**src/fan_drive_pkg.sv**
```systemverilog
// Shared constants for the fan motor drive control logic.
`default_nettype none
package fan_drive_pkg;

    // ------------------------------------------------------------
    // Clock
    // ------------------------------------------------------------
    localparam int CLK_KHZ = 40_000;

    // ------------------------------------------------------------
    // Locked-rotor timing
    // ------------------------------------------------------------
    localparam int TMR_W    = 27;
    localparam int T_ON_MS  = 400;
    localparam int T_OFF_MS = 3000;
    localparam logic [TMR_W-1:0] T_ON_CYC  = TMR_W'(T_ON_MS * CLK_KHZ);
    localparam logic [TMR_W-1:0] T_OFF_CYC = TMR_W'(T_OFF_MS * CLK_KHZ);

    // ------------------------------------------------------------
    // Speed input handling
    // ------------------------------------------------------------
    // Held low longer than one period of the slowest legal input means 0 % duty.
    localparam int STBY_W   = 18;
    localparam int T_STBY_US = 5000;
    localparam logic [STBY_W-1:0] STBY_CYC = STBY_W'(T_STBY_US * CLK_KHZ / 1000);
    // Least on-time applied per input pulse, 20 % of a 25 kHz period.
    localparam int MINON_W   = 9;
    localparam int T_MINON_NS = 8000;
    localparam logic [MINON_W-1:0] MINON_CYC =
        MINON_W'((T_MINON_NS * (CLK_KHZ / 1000) + 999) / 1000);

    // ------------------------------------------------------------
    // Lock state machine
    // ------------------------------------------------------------
    typedef enum logic [1:0] {
        ST_RUN     = 2'b00,
        ST_LOCK_ON = 2'b01,
        ST_LOCK_OFF = 2'b10
    } lock_state_t;

endpackage
`default_nettype wire

```
**src/fan_motor_drive_control.sv**
```systemverilog
// Commutation, speed gating, lock protection and tachometer for a fan drive.
// Notes on behaviour
// (RL1) Locked rotor switches both bridge outputs off.
// (RL2) Drive restarts itself after the off interval.
// (RL3) Internal timer measures lock on/off intervals.
// (RL4) Tachometer output reflects rotor rotation.
// (RL5) Speed input gates the coil drive.
// (RL6) Controller drives speed input at 200 Hz minimum.
// (RL7) Floating speed input means full speed.
// (RL8) Low duty still gives some on-torque.
// (RL9) Zero duty stops drive, enters standby.
// (RL10) Over-temperature disables the bridge drivers.
// (RL11) Lock on-attempt lasts 0.4 s.
// (RL12) Lock off phase lasts 3.0 s.
// (RL13) Running-to-lock hold is one on-period.
// (RL14) Lock declared without polarity change; cleared on change.
// (RL15) Tachometer follows polarity, holds during shutdown.
`timescale 1ns/10ps
`default_nettype none
module fan_motor_drive_control
    import fan_drive_pkg::*;
#(
    parameter logic [TMR_W-1:0]  ON_CYCLES   = T_ON_CYC,
    parameter logic [TMR_W-1:0]  OFF_CYCLES  = T_OFF_CYC,
    parameter logic [STBY_W-1:0] STBY_CYCLES = STBY_CYC
) (
    // Clock and reset
    input  wire logic sys_clk,
    input  wire logic srst,
    // Sensor and protection inputs
    input  wire logic hallNorth,
    input  wire logic overtempShutdown,
    // Speed control pin
    input  wire logic pwmIn,
    input  wire logic pwmFloat,
    // Bridge outputs
    output logic      drvEnable,
    output logic      drvOut1,
    output logic      drvOut2,
    // Status
    output logic      standbyMode,
    // Tachometer, open drain
    output logic      speedPulseOut,
    output logic      speedPulseOe
);
    // ------------------------------------------------------------
    // Speed input conditioning
    // ------------------------------------------------------------
    logic                pwmEff;
    logic                pwmPrev_ff, nxt_pwmPrev;
    logic [STBY_W-1:0]   lowCnt_ff, nxt_lowCnt;
    logic                standby_ff, nxt_standby;
    logic [MINON_W-1:0]  stretch_ff, nxt_stretch;
    logic                gateOn;

    assign pwmEff = pwmFloat | pwmIn; // see RL7
    assign gateOn = pwmEff | (stretch_ff != '0); // see RL8

    always_comb begin
        nxt_pwmPrev = pwmEff;
        nxt_lowCnt  = lowCnt_ff;
        nxt_standby = standby_ff;
        nxt_stretch = stretch_ff;
        if (pwmEff) begin
            nxt_lowCnt  = '0;
            nxt_standby = 1'b0;
        end else if (lowCnt_ff != STBY_CYCLES) begin
            nxt_lowCnt = lowCnt_ff + STBY_W'(1);
        end else begin
            nxt_standby = 1'b1; // see RL9
        end
        // A short pulse is widened so a very low duty still turns the rotor.
        if (pwmEff && !pwmPrev_ff) begin
            nxt_stretch = MINON_CYC - MINON_W'(1); // see RL8
        end else if (stretch_ff != '0) begin
            nxt_stretch = stretch_ff - MINON_W'(1);
        end
    end

    always_ff @(posedge sys_clk) begin
        if (srst) begin
            pwmPrev_ff <= 1'b0;
            lowCnt_ff  <= '0;
            standby_ff <= 1'b0;
            stretch_ff <= '0;
        end else begin
            pwmPrev_ff <= nxt_pwmPrev;
            lowCnt_ff  <= nxt_lowCnt;
            standby_ff <= nxt_standby;
            stretch_ff <= nxt_stretch;
        end
    end

    // ------------------------------------------------------------
    // Locked-rotor state machine
    // ------------------------------------------------------------
    lock_state_t        state_ff, nxt_state;
    logic               hallPrev_ff, nxt_hallPrev;
    logic               hallEdge;
    logic               hold;
    logic               tmrLoad;
    logic [TMR_W-1:0]   tmrLoadVal;
    logic [TMR_W-1:0]   tmrCount;
    logic               expired;

    assign hallEdge = hallNorth != hallPrev_ff;
    assign hold     = standby_ff | overtempShutdown;
    assign expired  = tmrCount == '0;

    lock_interval_timer u_timer ( // see RL3
        .sys_clk (sys_clk),
        .load    (tmrLoad),
        .loadVal (tmrLoadVal),
        .count   (tmrCount)
    );

    always_comb begin
        nxt_state    = state_ff;
        nxt_hallPrev = hallNorth;
        tmrLoad      = srst;
        tmrLoadVal   = ON_CYCLES;
        unique case (state_ff)
            ST_RUN: begin
                // No lock is judged while the drive is held off on purpose.
                if (hallEdge || hold) begin
                    tmrLoad = 1'b1; // see RL14
                end else if (expired) begin
                    nxt_state = ST_LOCK_ON; // see RL13
                    tmrLoad   = 1'b1;
                end
            end
            ST_LOCK_ON: begin
                if (hallEdge || hold) begin
                    nxt_state = ST_RUN; // see RL14
                    tmrLoad   = 1'b1;
                end else if (expired) begin
                    nxt_state  = ST_LOCK_OFF; // see RL1
                    tmrLoad    = 1'b1;
                    tmrLoadVal = OFF_CYCLES; // see RL12
                end
            end
            ST_LOCK_OFF: begin
                if (hallEdge) begin
                    nxt_state = ST_RUN; // see RL14
                    tmrLoad   = 1'b1;
                end else if (expired) begin
                    nxt_state = ST_LOCK_ON; // see RL2
                    tmrLoad   = 1'b1; // see RL11
                end
            end
            default: begin
                nxt_state = ST_RUN;
                tmrLoad   = 1'b1;
            end
        endcase
    end

    always_ff @(posedge sys_clk) begin
        if (srst) begin
            state_ff    <= ST_RUN;
            hallPrev_ff <= 1'b0;
        end else begin
            state_ff    <= nxt_state;
            hallPrev_ff <= nxt_hallPrev;
        end
    end

    // ------------------------------------------------------------
    // Bridge and tachometer outputs
    // ------------------------------------------------------------
    logic driveOn;
    logic drvEnable_ff, nxt_drvEnable;
    logic drvOut1_ff, nxt_drvOut1;
    logic drvOut2_ff, nxt_drvOut2;
    logic tach_ff, nxt_tach;

    assign driveOn = gateOn && !standby_ff && !overtempShutdown // see RL5
                     && (state_ff != ST_LOCK_OFF); // see RL1

    always_comb begin
        nxt_drvEnable = driveOn; // see RL10
        nxt_drvOut1   = driveOn && !hallNorth;
        nxt_drvOut2   = driveOn && hallNorth;
        nxt_tach      = tach_ff;
        // The tachometer freezes during the lock off phase and over-temperature; it keeps following in standby.
        if (state_ff != ST_LOCK_OFF && !overtempShutdown) begin
            nxt_tach = hallNorth; // see RL4 RL15
        end
    end

    always_ff @(posedge sys_clk) begin
        if (srst) begin
            drvEnable_ff <= 1'b0;
            drvOut1_ff   <= 1'b0;
            drvOut2_ff   <= 1'b0;
            tach_ff      <= 1'b0;
        end else begin
            drvEnable_ff <= nxt_drvEnable;
            drvOut1_ff   <= nxt_drvOut1;
            drvOut2_ff   <= nxt_drvOut2;
            tach_ff      <= nxt_tach;
        end
    end

    assign drvEnable     = drvEnable_ff;
    assign drvOut1       = drvOut1_ff;
    assign drvOut2       = drvOut2_ff;
    assign standbyMode   = standby_ff;
    assign speedPulseOut = 1'b0;
    assign speedPulseOe  = !tach_ff;
endmodule
`default_nettype wire

```
**src/lock_interval_timer.sv**
```systemverilog
// Loadable down-counter that measures the locked-rotor intervals.
`timescale 1ns/10ps
`default_nettype none
module lock_interval_timer
    import fan_drive_pkg::*;
(
    // Clock
    input  wire logic             sys_clk,
    // Control
    input  wire logic             load,
    input  wire logic [TMR_W-1:0] loadVal,
    // State
    output logic      [TMR_W-1:0] count
);
    logic [TMR_W-1:0] count_ff;
    logic [TMR_W-1:0] nxt_count;

    // Reset is applied by the owner through load, so no reset port is needed here.
    always_comb begin
        nxt_count = count_ff;
        if (load) begin
            nxt_count = loadVal;
        end else if (count_ff != '0) begin
            nxt_count = count_ff - TMR_W'(1);
        end
    end

    always_ff @(posedge sys_clk) begin
        count_ff <= nxt_count;
    end

    assign count = count_ff;
endmodule
`default_nettype wire

```
**config.mk**
```make
export PLATFORM = sky130hd
export DESIGN_NAME = fan_motor_drive_control
export DESIGN_NICKNAME = d
export VERILOG_FILES = /design/src/fan_drive_pkg.sv /design/src/fan_motor_drive_control.sv /design/src/lock_interval_timer.sv
export SDC_FILE = /design/constraint.sdc
export NUM_CORES = 1
export LEC_CHECK = 0
export CAP_MARGIN = 20
export CORE_MARGIN = 3
export CORE_UTILIZATION = 30
export CTS_CLUSTER_DIAMETER = 200
export DETAILED_ROUTE_END_ITERATION = 8
export DONT_BUFFER_PORTS = 1
export HOLD_SLACK_MARGIN = 0.05
export PLACE_DENSITY_LB_ADDON = 0.05
export SYNTH_ARGS = -nofsm -noshare
export SYNTH_HDL_FRONTEND = slang
export SYNTH_HIERARCHICAL = 1
export SYNTH_SLANG_ARGS = --single-unit
```
**constraint.sdc**
```tcl
create_clock -name sys_clk -period 3.23 [get_ports sys_clk]
set_clock_uncertainty 0.05 [all_clocks]
set_input_delay 0.4845 -clock sys_clk [delete_from_list [all_inputs] [get_ports sys_clk]]
set_output_delay 0.4845 -clock sys_clk [all_outputs]
set_load 0.01 [all_outputs]
```
# Word level (Yosys, flattened, before mapping)
# Cells that the tools add are included.
# totals
regBits	63
latch_bits	0
ram_bits	0
rom_bits	0
in_bits	6
output_inout_bits	6
wordCells	65
mem_count	0
# op_classes
add_sub_neg	3
mul	0
div	0
order_cmp	0
eq_ne	7
shifts	0
mux	17
bitwise_logic	3
reduce_logical	23
# ops
operator	count
two-way mux 27 bit	5
zero test 27 bit	1
nonzero test 27 bit	1
subtractor 27 x 1 -> 27 bit, second input constant	1
adder 18 x 1 -> 18 bit, second input constant	1
two-way mux 9 bit	2
!= test 18 bit, second input constant	1
two-way mux 2 bit	5
nonzero test 9 bit	1
subtractor 9 x 1 -> 9 bit, second input constant	1
logical AND 1 bit	7
case mux 2 bit (3 select lines)	1
OR reduction 2 bit	3
zero test 1 bit	5
!= test 2 bit, second input constant	2
nonzero test 2 bit	2
two-way mux 1 bit	3
!= test 3 bit, second input constant	1
OR 1 bit	3
equality test 2 x 1 -> 1 bit, second input constant	1
equality test 2 bit, second input constant	1
zero test 2 bit	1
case mux 1 bit (2 select lines)	1
AND reduction 2 bit	1
other kinds (2)	2

# Depth between registers and ports, before layout
# logic_depth
ltp_word	6
depth_mapped	8
mapped_depth_nobuf	7

# By module
# The synthesis kept the hierarchy.
# modules_own_cells
module	n_inst	cells_each	area_each_um2	seq_area_each_um2
fan_motor_drive_control	1	205	1798.0	720.7
lock_interval_timer	1	173	1700.4	810.8

# Worst setup path before layout
# OpenSTA, ideal clock, no wires.
# synth_timing
path_type	input -> register
from	input hallNorth
to	register u_timer.count_ff[0] (netlist: u_timer/count[0]), enable pin
setup_time_ns	0.582
arrival_ns	2.339
required_time_ns	2.598
slack_ns	0.259
cell_stages	7
path_cell_list	xnor2_1 > nor2b_1 > o221ai_1 > clkbuf_1 > clkbuf_1 > nor2_1 > nand4_1
# synth_via
elab_chain_len	5
# synth_rtl
element	line_no	source
start, declared	fan_motor_drive_control.sv:31	input wire logic hallNorth,
!= test 1 bit (*)	fan_motor_drive_control.sv:106	assign hallEdge = hallNorth != hallPrev_ff;
logical OR 1 bit	fan_motor_drive_control.sv:125, fan_motor_drive_control.sv:133	
two-way mux 1 bit	fan_motor_drive_control.sv:133	if (hallEdge || hold) begin
case mux 1 bit (2 select lines) (*)	fan_motor_drive_control.sv:122	unique case (state_ff)
via tmrLoad	fan_motor_drive_control.sv:101	logic tmrLoad;
nonzero test 2 bit (no line) (*)	-	
end signal, assigned	lock_interval_timer.sv:29	count_ff <= nxt_count;
end, declared	lock_interval_timer.sv:15	logic [TMR_W-1:0] count_ff;
# The timed path passes the listed nets; every way through them passes the cells marked *.
# A chain may end at the register's enable or synchronous reset.

# Worst setup path in the final report
# layout_timing
from	register u_timer.count_ff[4] (netlist: u_timer/count[4])
to	register u_timer.count_ff[17] (netlist: u_timer/count[17]), data pin
# layout_via
elab_chain_len	5
# layout_rtl
element	line_no	source
zero test 27 bit (*)	fan_motor_drive_control.sv:108	assign expired = tmrCount == '0;
two-way mux 1 bit (*)	fan_motor_drive_control.sv:127, fan_motor_drive_control.sv:136, fan_motor_drive_control.sv:146	
two-way mux 1 bit (on tied branches)	fan_motor_drive_control.sv:143, fan_motor_drive_control.sv:133	
case mux 1 bit (2 select lines) (*)	fan_motor_drive_control.sv:122	
via tmrLoad	fan_motor_drive_control.sv:101	
two-way mux 27 bit (*)	lock_interval_timer.sv:21	if (load) begin
via u_timer.nxt_count[17]	lock_interval_timer.sv:16	logic [TMR_W-1:0] nxt_count;
# The timed path passes the listed nets; every way through them passes the cells marked *. The select of a mux whose other input is x is not followed.

==> summary.md <==
| Metric | Value |
|---|---|
| Outcome | finished, final reports clean |
| CP Data Required Time | 3.27 ns |
| Nets | 404 |
| Register-to-register path setup slack | 0.79 ns |
| Initial antenna violation count | 0 |
| Worst path setup slack after routing | 0.789 ns |
| Num CTS Buffers | 9 |
| YS warnings | 6 |
| Max stage delay cell, worst path | sky130_fd_sc_hd__edfxtp_1 |
| Root Buffer Master | sky130_fd_sc_hd__clkbuf_16 |
| Library cell occupying the most area in the post-synthesis netlist | sky130_fd_sc_hd__edfxtp_1 |
| Combined buffer and inverter count along the critical path | 1 |
| Hold violation total from the final report | 0 |
| Flip-flop and latch count after synthesis | 63 |
| DRT Pass-1 Iters | 4 |
| Layout Cells excl Fill | 537 |
| Count of cell types in the netlist | 59 |
| Synth Area in Simple Gates | 29.0% |
| Worst Tran Pin Value | 0.668 ns |
| Global route overflow | 0 |
| Main flop type after synthesis | sky130_fd_sc_hd__dfxtp_1 |
| Post-route minimum period | 2.44 ns |
| Final antenna diode count | 0 |
| Longest Clk Path Bufs | 2 |
| Area fraction of the dominant cell type after synthesis | 23.2% |
| ANT nets after route | 0 |
| Routed via count | 2755 |
| Critical path, cell by cell | nor4_1 > nand4_1 > o221ai_4 > buf_4 > o31ai_1 > a31o_2 |
| Die Y | 114 µm |
| Hold path start | srst |
| Area fraction in compound gates after synthesis | 12.9% |
| Detailed Route Iter0 Violations | 125 |
| Number of cells in the design after placement | 522 |
| Register area share after synthesis | 43.8% |
| Worst supply voltage drop on vdd | 0.000295 V |
| Count of max-cap constraint violations | 0 |
| Reg2Reg Depth | 6 |
| Worst setup path end | u_timer/count[17]$_DFFE_PP_ |
| Number of sinks on the clock net | 63 |
| Setup violation total in the final timing report | 0 |
| Ratio of final minimum period to clock period | 75.6% |
| Largest net degree at the start of global routing | 43 |
| Synthesized-area fraction occupied by xor and xnor cells | 7.01% |
| Top cells by instance count after synthesis | sky130_fd_sc_hd__dfxtp_1 (36), sky130_fd_sc_hd__nand2_1 (34), sky130_fd_sc_hd__nor2_1 (34) |
| Setup tns final | 0 ns |
| Die ar. | 13000 µm² |
| Relative max-transition margin | 55.5% |
| Detailed placer's ending HPWL | 5.59 mm |
| Hold buffer count at CTS | 0 |
| Cell family contributing the most delay on the critical path | compound AO/OA/AOI/OAI gates |
| Overall routing resource usage | 13.5% |
| Biggest area contributors in the synthesized netlist | sky130_fd_sc_hd__edfxtp_1 (23%), sky130_fd_sc_hd__dfxtp_1 (21%), sky130_fd_sc_hd__nand2_1 (3.6%), sky130_fd_sc_hd__nor2_1 (3.6%), sky130_fd_sc_hd__xnor2_1 (3.5%) |
| Crit start category | register |
| Combinational family with the most area after synthesis | simple AND/OR/NAND/NOR gates |
| Levels on crit path | 6 |
| Die X-Extent | 114 µm |
| Share of async-settable or async-resettable flops after synthesis | 0% |
| Number of enable flip-flop cells after synthesis | 27 |
| Signed area change from the synthesized netlist to the final layout | 14.0% |
| RSZ-0062 raised after global routing | false |
| Synth Area in Adders | 1.79% |
| Clock latency on the worst-skew pair | 0.33 ns |
| Highest Clock Rate | 410 MHz |
| Lkg Pwr | 1.38 nW |
| Routed wire length per instance | 15.2 µm |
| Placeable Area | 11100 µm² |
| Final weighted congestion in routability-driven placement | 0.748 |
| Resized Gates After CTS | 0 |
| Synthesized area per cell | 9.25 µm² |
| Crit. Startpoint | u_timer/count[4]$_DFFE_PP_ |
| Number of top-level pins | 12 |
| Longest individual stage delay on the worst path | 0.46 ns |
| Routed WL | 8.19 mm |
| Worst flop-to-flop path endpoint | u_timer/count[17]$_DFFE_PP_ |
| Starting Density | 31.4% |
| Critical Path Fanout Max | 42 |
| Data arrival time at the worst-slack endpoint | 2.48 ns |
| Setup Buffers After CTS | 0 |
| Global-route wire length before repair | 13.6 mm |
| Power per standard cell area | 503 nW/µm² |
| Clock tree from TritonCTS | done |
| Mux contribution to synthesized area | 1.50% |
| Fraction of final layout cells sized beyond drive strength 1 | 10.1% |
| Clock transition at the registers of the reported paths | 0.05 ns |
| Worst reg2reg startpoint | u_timer/count[4]$_DFFE_PP_ |
| Count of final max-slew check failures | 0 |
| Tightest Hold Check Type | in -> reg |
| Vias in the first global route | 2688 |
| Via density per instance | 5.13 |
| CTS H-tree lvls | 3 |
| Buffers on Ports | 0 |
| Floorplan row count | 38 |
| Post-Place Worst Slack | 0.744 ns |
| Top-count cell post-synth | sky130_fd_sc_hd__dfxtp_1 |
| Remaining design rule violation count | 0 |
| Netlist area before placement | 3500 µm² |
| Capturing element type of the critical path | register |
| Class of the most critical setup path | reg -> reg |
| Area of placed instances | 3710 µm² |
| Synthesized instance count | 378 |
| Finished layout cell area | 3990 µm² |
## layout make-up
type / count / area (µm²)
Sequential cell: 63 / 1530
Tap cell: 140 / 175
Timing Repair Buffer: 5 / 50.0
Inverter: 13 / 48.8
Clock buffer: 15 / 278
Multi-Input combinational cell: 301 / 1910
Fill cell: 1149 / 7140
## worst reg2reg max path: stages (launching register included)
cell and delay [ns]:
sky130_fd_sc_hd__edfxtp_1 0.46, sky130_fd_sc_hd__nor4_1 0.35, sky130_fd_sc_hd__nand4_1 0.26, sky130_fd_sc_hd__o221ai_4 0.29
sky130_fd_sc_hd__buf_4 0.41, sky130_fd_sc_hd__o31ai_1 0.16, sky130_fd_sc_hd__a31o_2 0.22
## per-layer routing
| metal | track usage (%) | vias to the layer above | share of wire [%] |
|---|---|---|---|
| met1 | 17.6 | 1285 | 50 |
| met4 | 7.84 | 0 | 0.92 |
| li1 | - | 1425 | - |
| met3 | 2.92 | 5 | 4.0 |
| met2 | 20.4 | 40 | 45 |
| met5 | 0 | - | 0 |
## kinds of logic (layout without fill, tap and decap cells)
group                      count (synthesis)  after routing
AOI/OAI and AO/OA                         68             68
xor gates and xnor gates                  28             28
adders and majority gates                  5              5
buffers and inverters                     29             33
DFF                                       63             63
muxes                                      5              5
other                                      2             17
and+or+nand+nor                          178            178
## stage by stage
step | hold WS, ns | utilization (%) | total power, mW
final | 0.166 | 35.9 | 2.01
after global routing | 0.154 | 35.9 | 2.11
after CTS | 0.150 | 35.9 | 2.05
after detailed placement | 0.434 | 33.4 | 1.11
after global placement | 0.416 | 33.4 | 1.11
after floorplan | 0.404 | - | 1.07
## state kept, by name (all words and copies together), names as in the netlist
register and flops:
tach_ff 1, pwmPrev_ff 1, stretch_ff 9, state_ff 2, drvOut2 1, u_timer/count 27, drvEnable 1, hallPrev_ff 1
drvOut1 1, lowCnt_ff 18, standbyMode 1
## worst min path at each step
stage | endpoint | cells past startpoint
after floorplan | tach_ff$_SDFFE_PP0P_ | 2
after CTS | stretch_ff[3]$_SDFFE_PP0P_ | 1
after global routing | stretch_ff[0]$_SDFFE_PP0P_ | 1
final | stretch_ff[3]$_SDFFE_PP0P_ | 1
after global placement | lowCnt_ff[17]$_SDFFE_PP0P_ | 2
after detailed placement | lowCnt_ff[17]$_SDFFE_PP0P_ | 2
## placed cells by master, fill, tap and decap left out, types with 11 or more instances in the layout
| master | instances |
|---|---|
| sky130_fd_sc_hd__xor2_1 | 14 |
| sky130_fd_sc_hd__conb_1 | 17 |
| sky130_fd_sc_hd__nor4_1 | 13 |
| sky130_fd_sc_hd__edfxtp_1 | 27 |
| sky130_fd_sc_hd__dfxtp_1 | 36 |
| sky130_fd_sc_hd__xnor2_1 | 14 |
| sky130_fd_sc_hd__inv_1 | 13 |
| sky130_fd_sc_hd__nand4_1 | 11 |
| sky130_fd_sc_hd__o21ai_0 | 17 |
| sky130_fd_sc_hd__nand2_1 | 34 |
| sky130_fd_sc_hd__a21oi_1 | 17 |
| sky130_fd_sc_hd__or4_1 | 11 |
| sky130_fd_sc_hd__nor2_1 | 34 |
| sky130_fd_sc_hd__nor3_1 | 11 |
| sky130_fd_sc_hd__nand3_1 | 17 |
## power by group
part | switching [mW] | leakage, nW | total, mW | internal, mW
Sequential | 0.0549 | 0.584 | 0.925 | 0.870
Combinational | 0.0912 | 0.659 | 0.168 | 0.0770
Clock | 0.336 | 0.136 | 0.915 | 0.579
Total | 0.482 | 1.38 | 2.01 | 1.53
No activity file was read; power rests on OpenSTA's default activity.
